===== src/common/adcrs_defs.svh =====
/*
  Constants of the converter result and status flag block: register offsets,
  field positions, reset values and the channel count.
  Assumes inclusion by bare name from the package and the design files.
*/
`ifndef ADCRS_DEFS_SVH
`define ADCRS_DEFS_SVH

`define ADCRS_NUM_CH        8
`define ADCRS_DATA_W        10
`define ADCRS_ADDR_W        8

`define ADCRS_OFF_CTRL      8'h00
`define ADCRS_OFF_MODE      8'h04
`define ADCRS_OFF_CHEN      8'h10
`define ADCRS_OFF_CHDIS     8'h14
`define ADCRS_OFF_CHSTAT    8'h18
`define ADCRS_OFF_STATUS    8'h1C
`define ADCRS_OFF_LAST      8'h20
`define ADCRS_OFF_IRQMASK   8'h24
`define ADCRS_OFF_IRQSTAT   8'h28
`define ADCRS_OFF_CHRES0    8'h30

`define ADCRS_CTRL_START    0
`define ADCRS_MODE_SLEEP    0

`define ADCRS_ST_DONE_LSB   0
`define ADCRS_ST_OVR_LSB    8
`define ADCRS_ST_READY      16
`define ADCRS_ST_GOVR       17
`define ADCRS_ST_SLEEPING   18

`define ADCRS_LAST_CH_LSB   12

`define ADCRS_IRQ_READY     0
`define ADCRS_IRQ_GOVR      1
`define ADCRS_IRQ_OVR       2

`define ADCRS_RST_WORD      32'h0000_0000
`define ADCRS_RESP_OKAY     2'h0
`define ADCRS_RESP_SLVERR   2'h2

`endif


===== src/common/adcrs_pkg.sv =====
/*
  Types of the converter result and status flag block.
  Assumes the constants header is on the include path.
*/
`include "adcrs_defs.svh"

package adcrs_pkg;

  typedef struct packed {
    logic                                 valid;
    logic [$clog2(`ADCRS_NUM_CH)-1:0]     channel;
    logic [`ADCRS_DATA_W-1:0]             data;
  } adcrs_conv_type;

  typedef enum logic [1:0] {
    ADCRS_IDLE  = 2'h0,
    ADCRS_RESP  = 2'h1
  } adcrs_bus_type;

endpackage


===== src/hw/adcrs_flag_core.sv =====
/*
  Per-channel done and overrun flags with their set and clear arbitration.
  Assumes read strobes and conversion ends are one-cycle pulses on core_clk.
*/
`timescale 1ns/1ns

`include "adcrs_defs.svh"

module adcrs_flag_core #(
  parameter int NUM_CH = `ADCRS_NUM_CH
) (
  // Clock and reset.
  input  wire logic              core_clk,
  input  wire logic              rstn,
  // Events.
  input  wire logic              convEnd,
  input  wire logic [NUM_CH-1:0] convSel,
  input  wire logic              lastRead,
  input  wire logic [NUM_CH-1:0] chanRead,
  input  wire logic              statusRead,
  // Flags.
  output logic      [NUM_CH-1:0] doneFlag,
  output logic      [NUM_CH-1:0] channel_overrun_flag
);

  logic [NUM_CH-1:0] setDone;
  logic [NUM_CH-1:0] clrDone;

  // Only the channel whose register is read is cleared; a last-result read
  // clears every done flag not being set in the same cycle.
  assign setDone = convEnd ? convSel : '0;
  assign clrDone = lastRead ? {NUM_CH{1'b1}} : chanRead; // RULE3 RULE4

  always_ff @(posedge core_clk or negedge rstn)
  begin
    if (!rstn)
      doneFlag <= '0;
    else
      doneFlag <= setDone | (doneFlag & ~clrDone); // RULE3 RULE4
  end

  // A status read clears overrun except where a new overrun lands that cycle.
  always_ff @(posedge core_clk or negedge rstn)
  begin
    if (!rstn)
      channel_overrun_flag <= '0;
    else
      channel_overrun_flag <= (setDone & doneFlag)
                              | (channel_overrun_flag & ~{NUM_CH{statusRead}}); // RULE5 RULE6
  end

endmodule // adcrs_flag_core


===== src/hw/adcrs_result_status.sv =====
/*
  Result and status flag logic of the converter, with an AXI4-Lite slave.
  Assumes the conversion core delivers one-cycle result strobes on core_clk.
*/
// Overview of operation
// RULE1: Ready flag clears only on a last-result read, never on channel reads.
// RULE2: Every conversion stores channel and last results and sets ready, always.
// RULE3: Channel done clears on its own result read or a last-result read.
// RULE4: A channel read clears only that channel's done flag.
// RULE5: Conversion end with done still set raises that channel's overrun.
// RULE6: Status read clears channel overrun unless a new one occurs on that channel that cycle.
// RULE7: Conversion end with ready still set raises global overrun, despite reads.
// RULE8: Status read clears global overrun unless a new one occurs that cycle.
// RULE9: Channel reads never suppress setting ready or global overrun.
// RULE10: Software ignores done flags of channels it has disabled.
// RULE11: Sleep takes effect after a conversion completes; start one after setting sleep.
`timescale 1ns/1ns

`include "adcrs_defs.svh"

module adcrs_result_status #(
  parameter int NUM_CH = `ADCRS_NUM_CH,
  parameter int DATA_W = `ADCRS_DATA_W
) (
  // Clock and reset.
  input  wire logic                      core_clk,
  input  wire logic                      rstn,
  // AXI4-Lite write address and data.
  input  wire logic [`ADCRS_ADDR_W-1:0]  s_axi_awaddr,
  input  wire logic                      s_axi_awvalid,
  output logic                           s_axi_awready,
  input  wire logic [31:0]               s_axi_wdata,
  input  wire logic [3:0]                s_axi_wstrb,
  input  wire logic                      s_axi_wvalid,
  output logic                           s_axi_wready,
  // AXI4-Lite write response.
  output logic [1:0]                     s_axi_bresp,
  output logic                           s_axi_bvalid,
  input  wire logic                      s_axi_bready,
  // AXI4-Lite read.
  input  wire logic [`ADCRS_ADDR_W-1:0]  s_axi_araddr,
  input  wire logic                      s_axi_arvalid,
  output logic                           s_axi_arready,
  output logic [31:0]                    s_axi_rdata,
  output logic [1:0]                     s_axi_rresp,
  output logic                           s_axi_rvalid,
  input  wire logic                      s_axi_rready,
  // Conversion core.
  input  wire logic                      convEnd,
  input  wire logic [$clog2(NUM_CH)-1:0] convChannel,
  input  wire logic [DATA_W-1:0]         convData,
  output logic                           convStart,
  output logic [NUM_CH-1:0]              chanEnable,
  output logic                           sleepActive,
  // Interrupt.
  output logic                           irq
);

  localparam int CW = $clog2(NUM_CH);

  // Register state.
  logic [DATA_W-1:0]  channel_result_reg [NUM_CH];
  logic [DATA_W-1:0]  last_result_reg;
  logic [CW-1:0]      lastChannel;
  logic               global_result_ready_flag;
  logic               global_overrun_flag;
  logic               sleepReq;
  logic [2:0]         irqStat;
  logic [2:0]         irqMask;
  logic [NUM_CH-1:0]  doneFlag;
  logic [NUM_CH-1:0]  channel_overrun_flag;

  // Bus state.
  logic                    awHeld;
  logic                    wHeld;
  logic [`ADCRS_ADDR_W-1:0] awAddr;
  logic [31:0]             wData;
  logic [3:0]              wStrb;
  logic                    doWrite;
  logic                    readTake;
  logic                    lastRead;
  logic                    statusRead;
  logic [NUM_CH-1:0]       chanRead;
  logic [NUM_CH-1:0]       convSel;
  logic                    newGovr;
  logic [31:0]             next_rdata;
  logic                    next_rerr;
  logic [2:0]              irqEvent;
  adcrs_pkg::adcrs_conv_type conv;

  function automatic logic isChanRes(input logic [`ADCRS_ADDR_W-1:0] a);
    return a >= `ADCRS_OFF_CHRES0
           && a < `ADCRS_OFF_CHRES0 + 8'(4 * NUM_CH) && a[1:0] == 2'h0;
  endfunction

  function automatic logic [CW-1:0] chanIdx(input logic [`ADCRS_ADDR_W-1:0] a);
    logic [`ADCRS_ADDR_W-1:0] d;
    d = a - `ADCRS_OFF_CHRES0;
    return d[CW+1:2];
  endfunction

  assign conv = '{valid: convEnd, channel: convChannel, data: convData};

  // Write channel: address and data are accepted independently.
  assign doWrite  = awHeld && wHeld && !s_axi_bvalid;
  assign readTake = s_axi_arvalid && s_axi_arready;

  always_ff @(posedge core_clk or negedge rstn)
  begin
    if (!rstn)
    begin
      awHeld        <= 1'b0;
      wHeld         <= 1'b0;
      awAddr        <= '0;
      wData         <= '0;
      wStrb         <= '0;
      s_axi_awready <= 1'b1;
      s_axi_wready  <= 1'b1;
      s_axi_bvalid  <= 1'b0;
      s_axi_bresp   <= `ADCRS_RESP_OKAY;
    end
    else
    begin
      if (s_axi_awvalid && s_axi_awready)
      begin
        awHeld        <= 1'b1;
        awAddr        <= s_axi_awaddr;
        s_axi_awready <= 1'b0;
      end
      if (s_axi_wvalid && s_axi_wready)
      begin
        wHeld        <= 1'b1;
        wData        <= s_axi_wdata;
        wStrb        <= s_axi_wstrb;
        s_axi_wready <= 1'b0;
      end
      if (doWrite)
      begin
        awHeld       <= 1'b0;
        wHeld        <= 1'b0;
        s_axi_bvalid <= 1'b1;
        s_axi_bresp  <= (awAddr == `ADCRS_OFF_CTRL || awAddr == `ADCRS_OFF_MODE
                         || awAddr == `ADCRS_OFF_CHEN || awAddr == `ADCRS_OFF_CHDIS
                         || awAddr == `ADCRS_OFF_IRQMASK || awAddr == `ADCRS_OFF_IRQSTAT)
                        ? `ADCRS_RESP_OKAY : `ADCRS_RESP_SLVERR;
      end
      if (s_axi_bvalid && s_axi_bready)
      begin
        s_axi_bvalid  <= 1'b0;
        s_axi_awready <= 1'b1;
        s_axi_wready  <= 1'b1;
      end
    end
  end

  // Software-written control: start pulse, sleep request, channel enables, mask.
  always_ff @(posedge core_clk or negedge rstn)
  begin
    if (!rstn)
    begin
      convStart  <= 1'b0;
      sleepReq   <= 1'b0;
      chanEnable <= '0;
      irqMask    <= '0;
    end
    else
    begin
      convStart <= doWrite && wStrb[0] && awAddr == `ADCRS_OFF_CTRL
                   && wData[`ADCRS_CTRL_START];
      if (doWrite && wStrb[0] && awAddr == `ADCRS_OFF_MODE)
        sleepReq <= wData[`ADCRS_MODE_SLEEP];
      if (doWrite && awAddr == `ADCRS_OFF_CHEN)
        chanEnable <= chanEnable | wData[NUM_CH-1:0];
      else if (doWrite && awAddr == `ADCRS_OFF_CHDIS)
        chanEnable <= chanEnable & ~wData[NUM_CH-1:0];
      if (doWrite && wStrb[0] && awAddr == `ADCRS_OFF_IRQMASK)
        irqMask <= wData[2:0];
    end
  end

  // Sleep is entered only when a conversion completes, left at once on clear.
  always_ff @(posedge core_clk or negedge rstn)
  begin
    if (!rstn)
      sleepActive <= 1'b0;
    else if (!sleepReq)
      sleepActive <= 1'b0;
    else if (conv.valid)
      sleepActive <= 1'b1; // RULE11
  end

  // Read side effects are taken at the edge where the address is accepted.
  always_comb
  begin
    lastRead   = readTake && s_axi_araddr == `ADCRS_OFF_LAST;
    statusRead = readTake && s_axi_araddr == `ADCRS_OFF_STATUS;
    chanRead   = '0;
    if (readTake && isChanRes(s_axi_araddr))
      chanRead[chanIdx(s_axi_araddr)] = 1'b1;
    convSel = '0;
    convSel[conv.channel] = 1'b1;
  end

  // Results are stored regardless of any channel being disabled meanwhile.
  always_ff @(posedge core_clk or negedge rstn)
  begin
    if (!rstn)
    begin
      for (int i = 0; i < NUM_CH; i++)
        channel_result_reg[i] <= '0;
      last_result_reg <= '0;
      lastChannel     <= '0;
    end
    else if (conv.valid)
    begin
      channel_result_reg[conv.channel] <= conv.data; // RULE2
      last_result_reg                  <= conv.data; // RULE2
      lastChannel                      <= conv.channel;
    end
  end

  // Ready: set wins over the last-result read; channel reads do not touch it.
  always_ff @(posedge core_clk or negedge rstn)
  begin
    if (!rstn)
      global_result_ready_flag <= 1'b0;
    else if (conv.valid)
      global_result_ready_flag <= 1'b1; // RULE2 RULE9
    else if (lastRead)
      global_result_ready_flag <= 1'b0; // RULE1
  end

  assign newGovr = conv.valid && global_result_ready_flag; // RULE7 RULE9

  always_ff @(posedge core_clk or negedge rstn)
  begin
    if (!rstn)
      global_overrun_flag <= 1'b0;
    else if (newGovr)
      global_overrun_flag <= 1'b1; // RULE7
    else if (statusRead)
      global_overrun_flag <= 1'b0; // RULE8
  end

  adcrs_flag_core #(
    .NUM_CH (NUM_CH)
  ) u_flags (
    .core_clk             (core_clk),
    .rstn                 (rstn),
    .convEnd              (conv.valid),
    .convSel              (convSel),
    .lastRead             (lastRead),
    .chanRead             (chanRead),
    .statusRead           (statusRead),
    .doneFlag             (doneFlag),
    .channel_overrun_flag (channel_overrun_flag)
  );

  // Sticky interrupt status: ready, global overrun, any channel overrun.
  assign irqEvent = {conv.valid && |(convSel & doneFlag), newGovr, conv.valid};

  always_ff @(posedge core_clk or negedge rstn)
  begin
    if (!rstn)
      irqStat <= '0;
    else if (doWrite && wStrb[0] && awAddr == `ADCRS_OFF_IRQSTAT)
      irqStat <= irqEvent | (irqStat & ~wData[2:0]);
    else
      irqStat <= irqEvent | irqStat;
  end

  always_ff @(posedge core_clk or negedge rstn)
  begin
    if (!rstn)
      irq <= 1'b0;
    else
      irq <= |(irqStat & irqMask);
  end

  // Read data mux; the value returned reflects flags before the read clears them.
  always_comb
  begin
    next_rdata = `ADCRS_RST_WORD;
    next_rerr  = 1'b0;
    if (isChanRes(s_axi_araddr))
      next_rdata[DATA_W-1:0] = channel_result_reg[chanIdx(s_axi_araddr)];
    else
      unique case (s_axi_araddr)
        `ADCRS_OFF_CTRL:    next_rdata = `ADCRS_RST_WORD;
        `ADCRS_OFF_MODE:    next_rdata[`ADCRS_MODE_SLEEP] = sleepReq;
        `ADCRS_OFF_CHEN,
        `ADCRS_OFF_CHDIS:   next_rdata = `ADCRS_RST_WORD;
        `ADCRS_OFF_CHSTAT:  next_rdata[NUM_CH-1:0] = chanEnable;
        `ADCRS_OFF_STATUS:
        begin
          next_rdata[`ADCRS_ST_DONE_LSB +: NUM_CH] = doneFlag;
          next_rdata[`ADCRS_ST_OVR_LSB +: NUM_CH]  = channel_overrun_flag;
          next_rdata[`ADCRS_ST_READY]              = global_result_ready_flag;
          next_rdata[`ADCRS_ST_GOVR]               = global_overrun_flag;
          next_rdata[`ADCRS_ST_SLEEPING]           = sleepActive;
        end
        `ADCRS_OFF_LAST:
        begin
          next_rdata[DATA_W-1:0]                = last_result_reg;
          next_rdata[`ADCRS_LAST_CH_LSB +: CW]  = lastChannel;
        end
        `ADCRS_OFF_IRQMASK: next_rdata[2:0] = irqMask;
        `ADCRS_OFF_IRQSTAT: next_rdata[2:0] = irqStat;
        default:            next_rerr = 1'b1;
      endcase
  end

  always_ff @(posedge core_clk or negedge rstn)
  begin
    if (!rstn)
    begin
      s_axi_arready <= 1'b1;
      s_axi_rvalid  <= 1'b0;
      s_axi_rdata   <= '0;
      s_axi_rresp   <= `ADCRS_RESP_OKAY;
    end
    else if (readTake)
    begin
      s_axi_arready <= 1'b0;
      s_axi_rvalid  <= 1'b1;
      s_axi_rdata   <= next_rdata;
      s_axi_rresp   <= next_rerr ? `ADCRS_RESP_SLVERR : `ADCRS_RESP_OKAY;
    end
    else if (s_axi_rvalid && s_axi_rready)
    begin
      s_axi_rvalid  <= 1'b0;
      s_axi_arready <= 1'b1;
    end
  end

endmodule // adcrs_result_status


===== config.mk =====
export PLATFORM = sky130hd
export DESIGN_NAME = adcrs_result_status
export DESIGN_NICKNAME = d
export VERILOG_FILES = /design/src/common/adcrs_pkg.sv /design/src/hw/adcrs_flag_core.sv /design/src/hw/adcrs_result_status.sv
export VERILOG_INCLUDE_DIRS = /design/src /design/src/common
export SDC_FILE = /design/constraint.sdc
export NUM_CORES = 1
export LEC_CHECK = 0
export ABC_AREA = 1
export BUFFER_PORTS_ARGS = -buffer_cell sky130_fd_sc_hd__buf_2
export CAP_MARGIN = 15
export CORE_MARGIN = 2
export CORE_UTILIZATION = 25
export CTS_CLUSTER_SIZE = 14
export DETAILED_ROUTE_END_ITERATION = 10
export PLACE_DENSITY = 0.47
export SLEW_MARGIN = 20
export SYNTH_ARGS = -nofsm -noshare
export SYNTH_HDL_FRONTEND = slang
export SYNTH_SLANG_ARGS = --single-unit

===== constraint.sdc =====
create_clock -name core_clk -period 1.9 [get_ports core_clk]
set_clock_uncertainty 0.15 [all_clocks]
set_input_delay 0.285 -clock core_clk [delete_from_list [all_inputs] [get_ports core_clk]]
set_output_delay 0.285 -clock core_clk [all_outputs]
set_load 0.1 [all_outputs]

Word level (Yosys, flattened, before mapping)
Cells that the tools add are included.
Widths: inputs -> output; s select.
{ "op_classes": {"magnitude_cmp": 9, "bitwise": 18, "reduce_logical": 46, "addsub": 1, "n_eq_ne": 14, "muxes": 49} }
{ "op_table": {"columns": ["operator", "count"], "rows": [
  ["$bwmux 80", 1],
  ["$eq 8x5->1 const B", 6],
  ["$and 8x8->8", 5],
  ["$eq 8x6->1 const B", 5],
  ["$mux 10", 4],
  ["$mux 8", 5],
  ["$bmux 10 s3", 1],
  ["$demux 10 s3", 1],
  ["$logic_and 1x1->1", 25],
  ["$mux 1", 24],
  ["$not 8->8", 3],
  ["$or 8x8->8", 3],
  ["$reduce_bool 2->1", 9],
  ["$eq 8x3->1 const B", 2],
  ["$logic_not 8->1", 2],
  ["$pmux 5 s3", 1],
  ["$pmux 2 s5", 1],
  ["$mux 9", 1],
  ["$reduce_or 9->1", 1],
  ["$ge 4x4->1 const B", 2],
  ["$ge 8x6->1 const B", 1],
  ["$lt 3x4->1 const B", 2],
  ["$lt 8x7->1 const B", 1],
  ["$not 3->4", 2],
  ["other kinds (19)", 29]
]} }
{ "word_totals": {"elab_cells": 171, "ff_bits": 189, "inputBits": 73, "output_inout_bits": 52} }

Longest topological paths before layout
{ "depth": {"ltp_word": 10, "mapped_depth": 11, "mapped_depth_nobuf": 10} }

Cells and area by module
From an unflattened synthesis, not the netlist that was laid out.
{ "hier_totals": {"hier_cells": 1004, "hier_area_um2": 8086.5} }
{ "by_module_without_submodules": {"columns": ["module", "cells_per_inst", "instances", "seq_area_each_um2", "area_each_um2"], "rows": [
  ["adcrs_result_status", 928, 1, 3957.5, 7403.4],
  ["adcrs_flag_core", 76, 1, 400.4, 683.2]
]} }

Least setup slack after synthesis
Ideal clock, no wire load.
{ "synth_path": {"kind": "register to register", "from": "register s_axi_arready", "to": "register s_axi_rdata[8]", "period_less_slack_ps": 1989, "arrival_time_ps": 1712, "setup_slack_ps": -89, "n_path_buf": 2, "t_required_ps": 1623, "stages_incl_launch_ff": 6, "setup_ps": 127, "path_cell_list": "dfstp_2 > nand2_1 > buf_2 > buf_2 > nand2_1 > nand3_1"} }
{ "synth_between": {"elab_chain_cells": 1} }
{ "synth_rtl": {"columns": ["item", "line", "rtl"], "rows": [
  ["start: declaration", "adcrs_result_status.sv:43", "output logic s_axi_arready,"],
  ["start signal: assignment", "adcrs_result_status.sv:317", "s_axi_arready <= 1'b1;"],
  ["start signal: assignment", "adcrs_result_status.sv:324", "s_axi_arready <= 1'b0;"],
  ["start signal: assignment", "adcrs_result_status.sv:332", "s_axi_arready <= 1'b1;"],
  ["$logic_and 1x1->1", "adcrs_result_status.sv:106", "assign readTake = s_axi_arvalid && s_axi_arready;"],
  ["end signal: assignment", "adcrs_result_status.sv:326", "s_axi_rdata <= next_rdata;"],
  ["end: declaration", "adcrs_result_status.sv:44", "output logic [31:0] s_axi_rdata,"]
]} }
No other way between the ends.
A chain may end at the register's enable or synchronous reset.

Final worst setup path
{ "layout_path": {"from": "register s_axi_wready", "to": "output port s_axi_wready"} }
{ "layout_lines": {"columns": ["item", "line", "rtl"], "rows": [
  ["start: declaration", "adcrs_result_status.sv:35", "output logic s_axi_wready,"],
  ["start signal: assignment", "adcrs_result_status.sv:118", "s_axi_wready <= 1'b1;"],
  ["start signal: assignment", "adcrs_result_status.sv:135", "s_axi_wready <= 1'b0;"],
  ["start signal: assignment", "adcrs_result_status.sv:151", "s_axi_wready <= 1'b1;"]
]} }
No word-level cell between the ends.

==> reports/results.ini <==
[outcome]
outcome=completed

[pwr]
power_frac_comb_pct=29.1
p_total_mw=11.9
switching_share_pct=39.2
p_leak_nw=5.07
p_per_area_nw_per_um2=1180
p_switching_mw=4.68
p_clk_share_pct=29.7
p_seq_share_pct=41.2
p_int_mw=7.24
ir_worst_vdd_mv=0.622

[sta]
drv_slew=0
fmax_mhz=546
layout_min_cycle_time_ps=1830
min_period_over_period_pct=96.4
slew_headroom_pct=61.5
setup_ws_ps=68.0
hold_viol=0
setup_viol=0
max_slew.worst_pin.slew_ps=577
finalSetupTns_ps=0
rsz0062_at_grt=false

[routing]
drtIter0Drc=671
detail-route-antenna-nets=0
wl_um=24200
drt-wirelength-per-cell_um=15.7
vias=6873
viasPerCell=4.45
drc=0
dr.pass1.iters=5

[hold_path]
hold_start=convData[3]
whs_endpoint=channel_result_reg[3]$_DFFE_PN0P_
min_path_cells=3
hold_path.class=in -> reg

[cells_and_area]
multi_input_area_sq_um=3110
fill_cells=3385
synthToLayoutAreaGrowth_pct=24.7
fin_cells=1543
drive_above_1_share_pct=16.9
finish.net_count=1198
finalInstanceArea_sq_um=10100
final-seq-area_sq_um=4360
largest_reg_flops=80

[floorplan]
start_util_pct=25.5
core_area_sq_um=31700
fp.dieW_um=184
chipHeight_um=184
io_pins=125
rows=65
dieArea_sq_um=33800

[clock_tree]
cts_tree=yes
cts.sinks=174
path_clk_slew_ps=70
cts-buffers-inserted=17
htree_levels=4
clock_path_buffers=2
insertion_delay_ps=440
clockRootBuffer=clkbuf_16

[setup_path]
slowest_stage=dfstp_2
r2r-end=u_flags.doneFlag[3]$_DFF_PN0_
timing.rr.start=s_axi_arready$_DFFE_PN1P_
crit_path_start_kind=flop
critical_path.max_fanout=3
critical_path_arrival_ps=1400
criticalPathCategory=reg -> out
cp-end-kind=output pin
ff2ff_path_depth=6
r2r_slack_ps=130
cpPeakStageDelay_ps=540
crit_family=flip-flops
crit_required_ps=1460
path_cells=buf_2
crit_buf_inv=1

[place]
io_buffers=82
place_area_sq_um=9160
place_inst=1476
dp_hpwl_um=17100
pre_cts_ws_ps=79.9
place_congestion=0.810

[global_route]
grt_pass1_vias=6675
grt_overflow=0
grt_usage_pct=14.9
antenna_found_initial=4
grt_max_degree=59
grt_first_pass_wirelength_um=38100

[synthesis]
synth_enable_flop_cells=0
ys_seq_area_share_pct=53.9
synth.ff_latch_count=174
yosys.cell_types.count=34
async_reset_ff_share_pct=100
ys.flop_type=dfrtp_1
synth_area_sq_um=8080
ys_warn_count=0
syn_avg_cell_area_sq_um=8.16
netlist_instances=990

[job]
maxCapViolCount=0

[cell usage after synthesis (3+ instances only)]
cell type	number	area share, %
buf_4	19	1.8
nand2_4	3	0.42
dfrtp_1	171	53
nand4_1	18	1.4
nand2_1	342	16
nor3_1	8	0.50
inv_1	86	4.0
buf_2	13	0.81
o21ai_2	6	0.65
nor2_4	8	1.1
dfstp_2	3	0.98
o22ai_1	9	0.70
buf_6	4	0.56
a21oi_1	11	0.68
o211ai_2	3	0.46
clkbuf_1	18	0.84
o21ai_0	137	8.5
nor2_1	46	2.1
nand3_1	60	3.7
o21ai_1	5	0.31
[layout make-up]
cell class	count	area share [%]
antenna	3	0.0745
clock buffer	19	4.40
sequential	174	43.3
timing repair buffer	157	11.5
tap	402	4.99
inverter	92	3.48
multi-input combinational	683	30.9
clock inverter	13	1.35
[through the flow]
| stage | hold slack, ps | utilization, % |
|---|---|---|
| final | 35.0 | 31.8 |
| after global placement | 72.7 | 28.9 |
| after CTS | 19.0 | 31.7 |
| after detailed placement | 71.6 | 28.9 |
| after floorplan | -161 | - |
| after global routing | 46.0 | 31.8 |
[kinds of logic after synthesis]
| group | Yosys count | share of synthesized area (%) |
|---|---|---|
| AOI/OAI and AO/OA | 173 | 11.5 |
| buffers and inverters | 147 | 8.34 |
| DFF | 174 | 53.9 |
| other | 1 | 0.0464 |
| and+or+nand+nor | 495 | 26.2 |
[power groups by stage]
stage	combinational [mW]	sequential [mW]	clock, mW
after floorplan	1.33	6.20	0
after global placement	3.39	4.96	0
after detailed placement	3.42	4.98	0
after CTS	3.50	4.92	3.61
after global routing	3.81	5.01	3.75
final	3.47	4.91	3.54
[routing by layer]
metal  wire (um)  global-route usage, %  share of wire (%)
met3        1140                   3.29                4.7
met4         346                   4.16                1.4
met1       11600                   20.8                 48
met2       11100                   23.3                 46
met5          13                      0              0.054
[worst max path at each step]
| stage | endpoint | cells after the start | from |
|---|---|---|---|
| finish | s_axi_wready | 1 | s_axi_wready$_DFFE_PN1P_ |
| global route | irqStat[0]$_DFF_PN0_ | 8 | s_axi_bvalid$_DFFE_PN0P_ |
| CTS | s_axi_awready | 1 | s_axi_awready$_DFFE_PN1P_ |
| detailed placement | u_flags.doneFlag[2]$_DFF_PN0_ | 9 | s_axi_araddr[2] |
| global placement | u_flags.doneFlag[2]$_DFF_PN0_ | 9 | s_axi_araddr[0] |
| floorplan | s_axi_rdata[8]$_DFFE_PN0P_ | 5 | s_axi_arready$_DFFE_PN1P_ |
[placed cells by master, fill, tap and decap left out, drive strengths merged, types with 11 or more instances in the layout]
cell type    instances
clkbuf              19
o21ai              148
conb                15
a21oi               11
nand4               18
dlygate4sd3         32
nor2                57
buf                125
nand3               60
inv                 93
nand2              347
dfrtp              171
[tightest hold or removal path: stages]
cell     delay (ps)
buf_2           160
nand2_1          70
o21ai_0          60
[repair_timing]
item | in CTS | in global routing
endpoints found under the hold margin | 142 | 0
setup buffers | 0 | 0
resized for setup | 1 | 2
setup endpoints to repair | 1 | 2
hold buffers | 32 | 0
No activity file was read; power rests on OpenSTA's default activity.
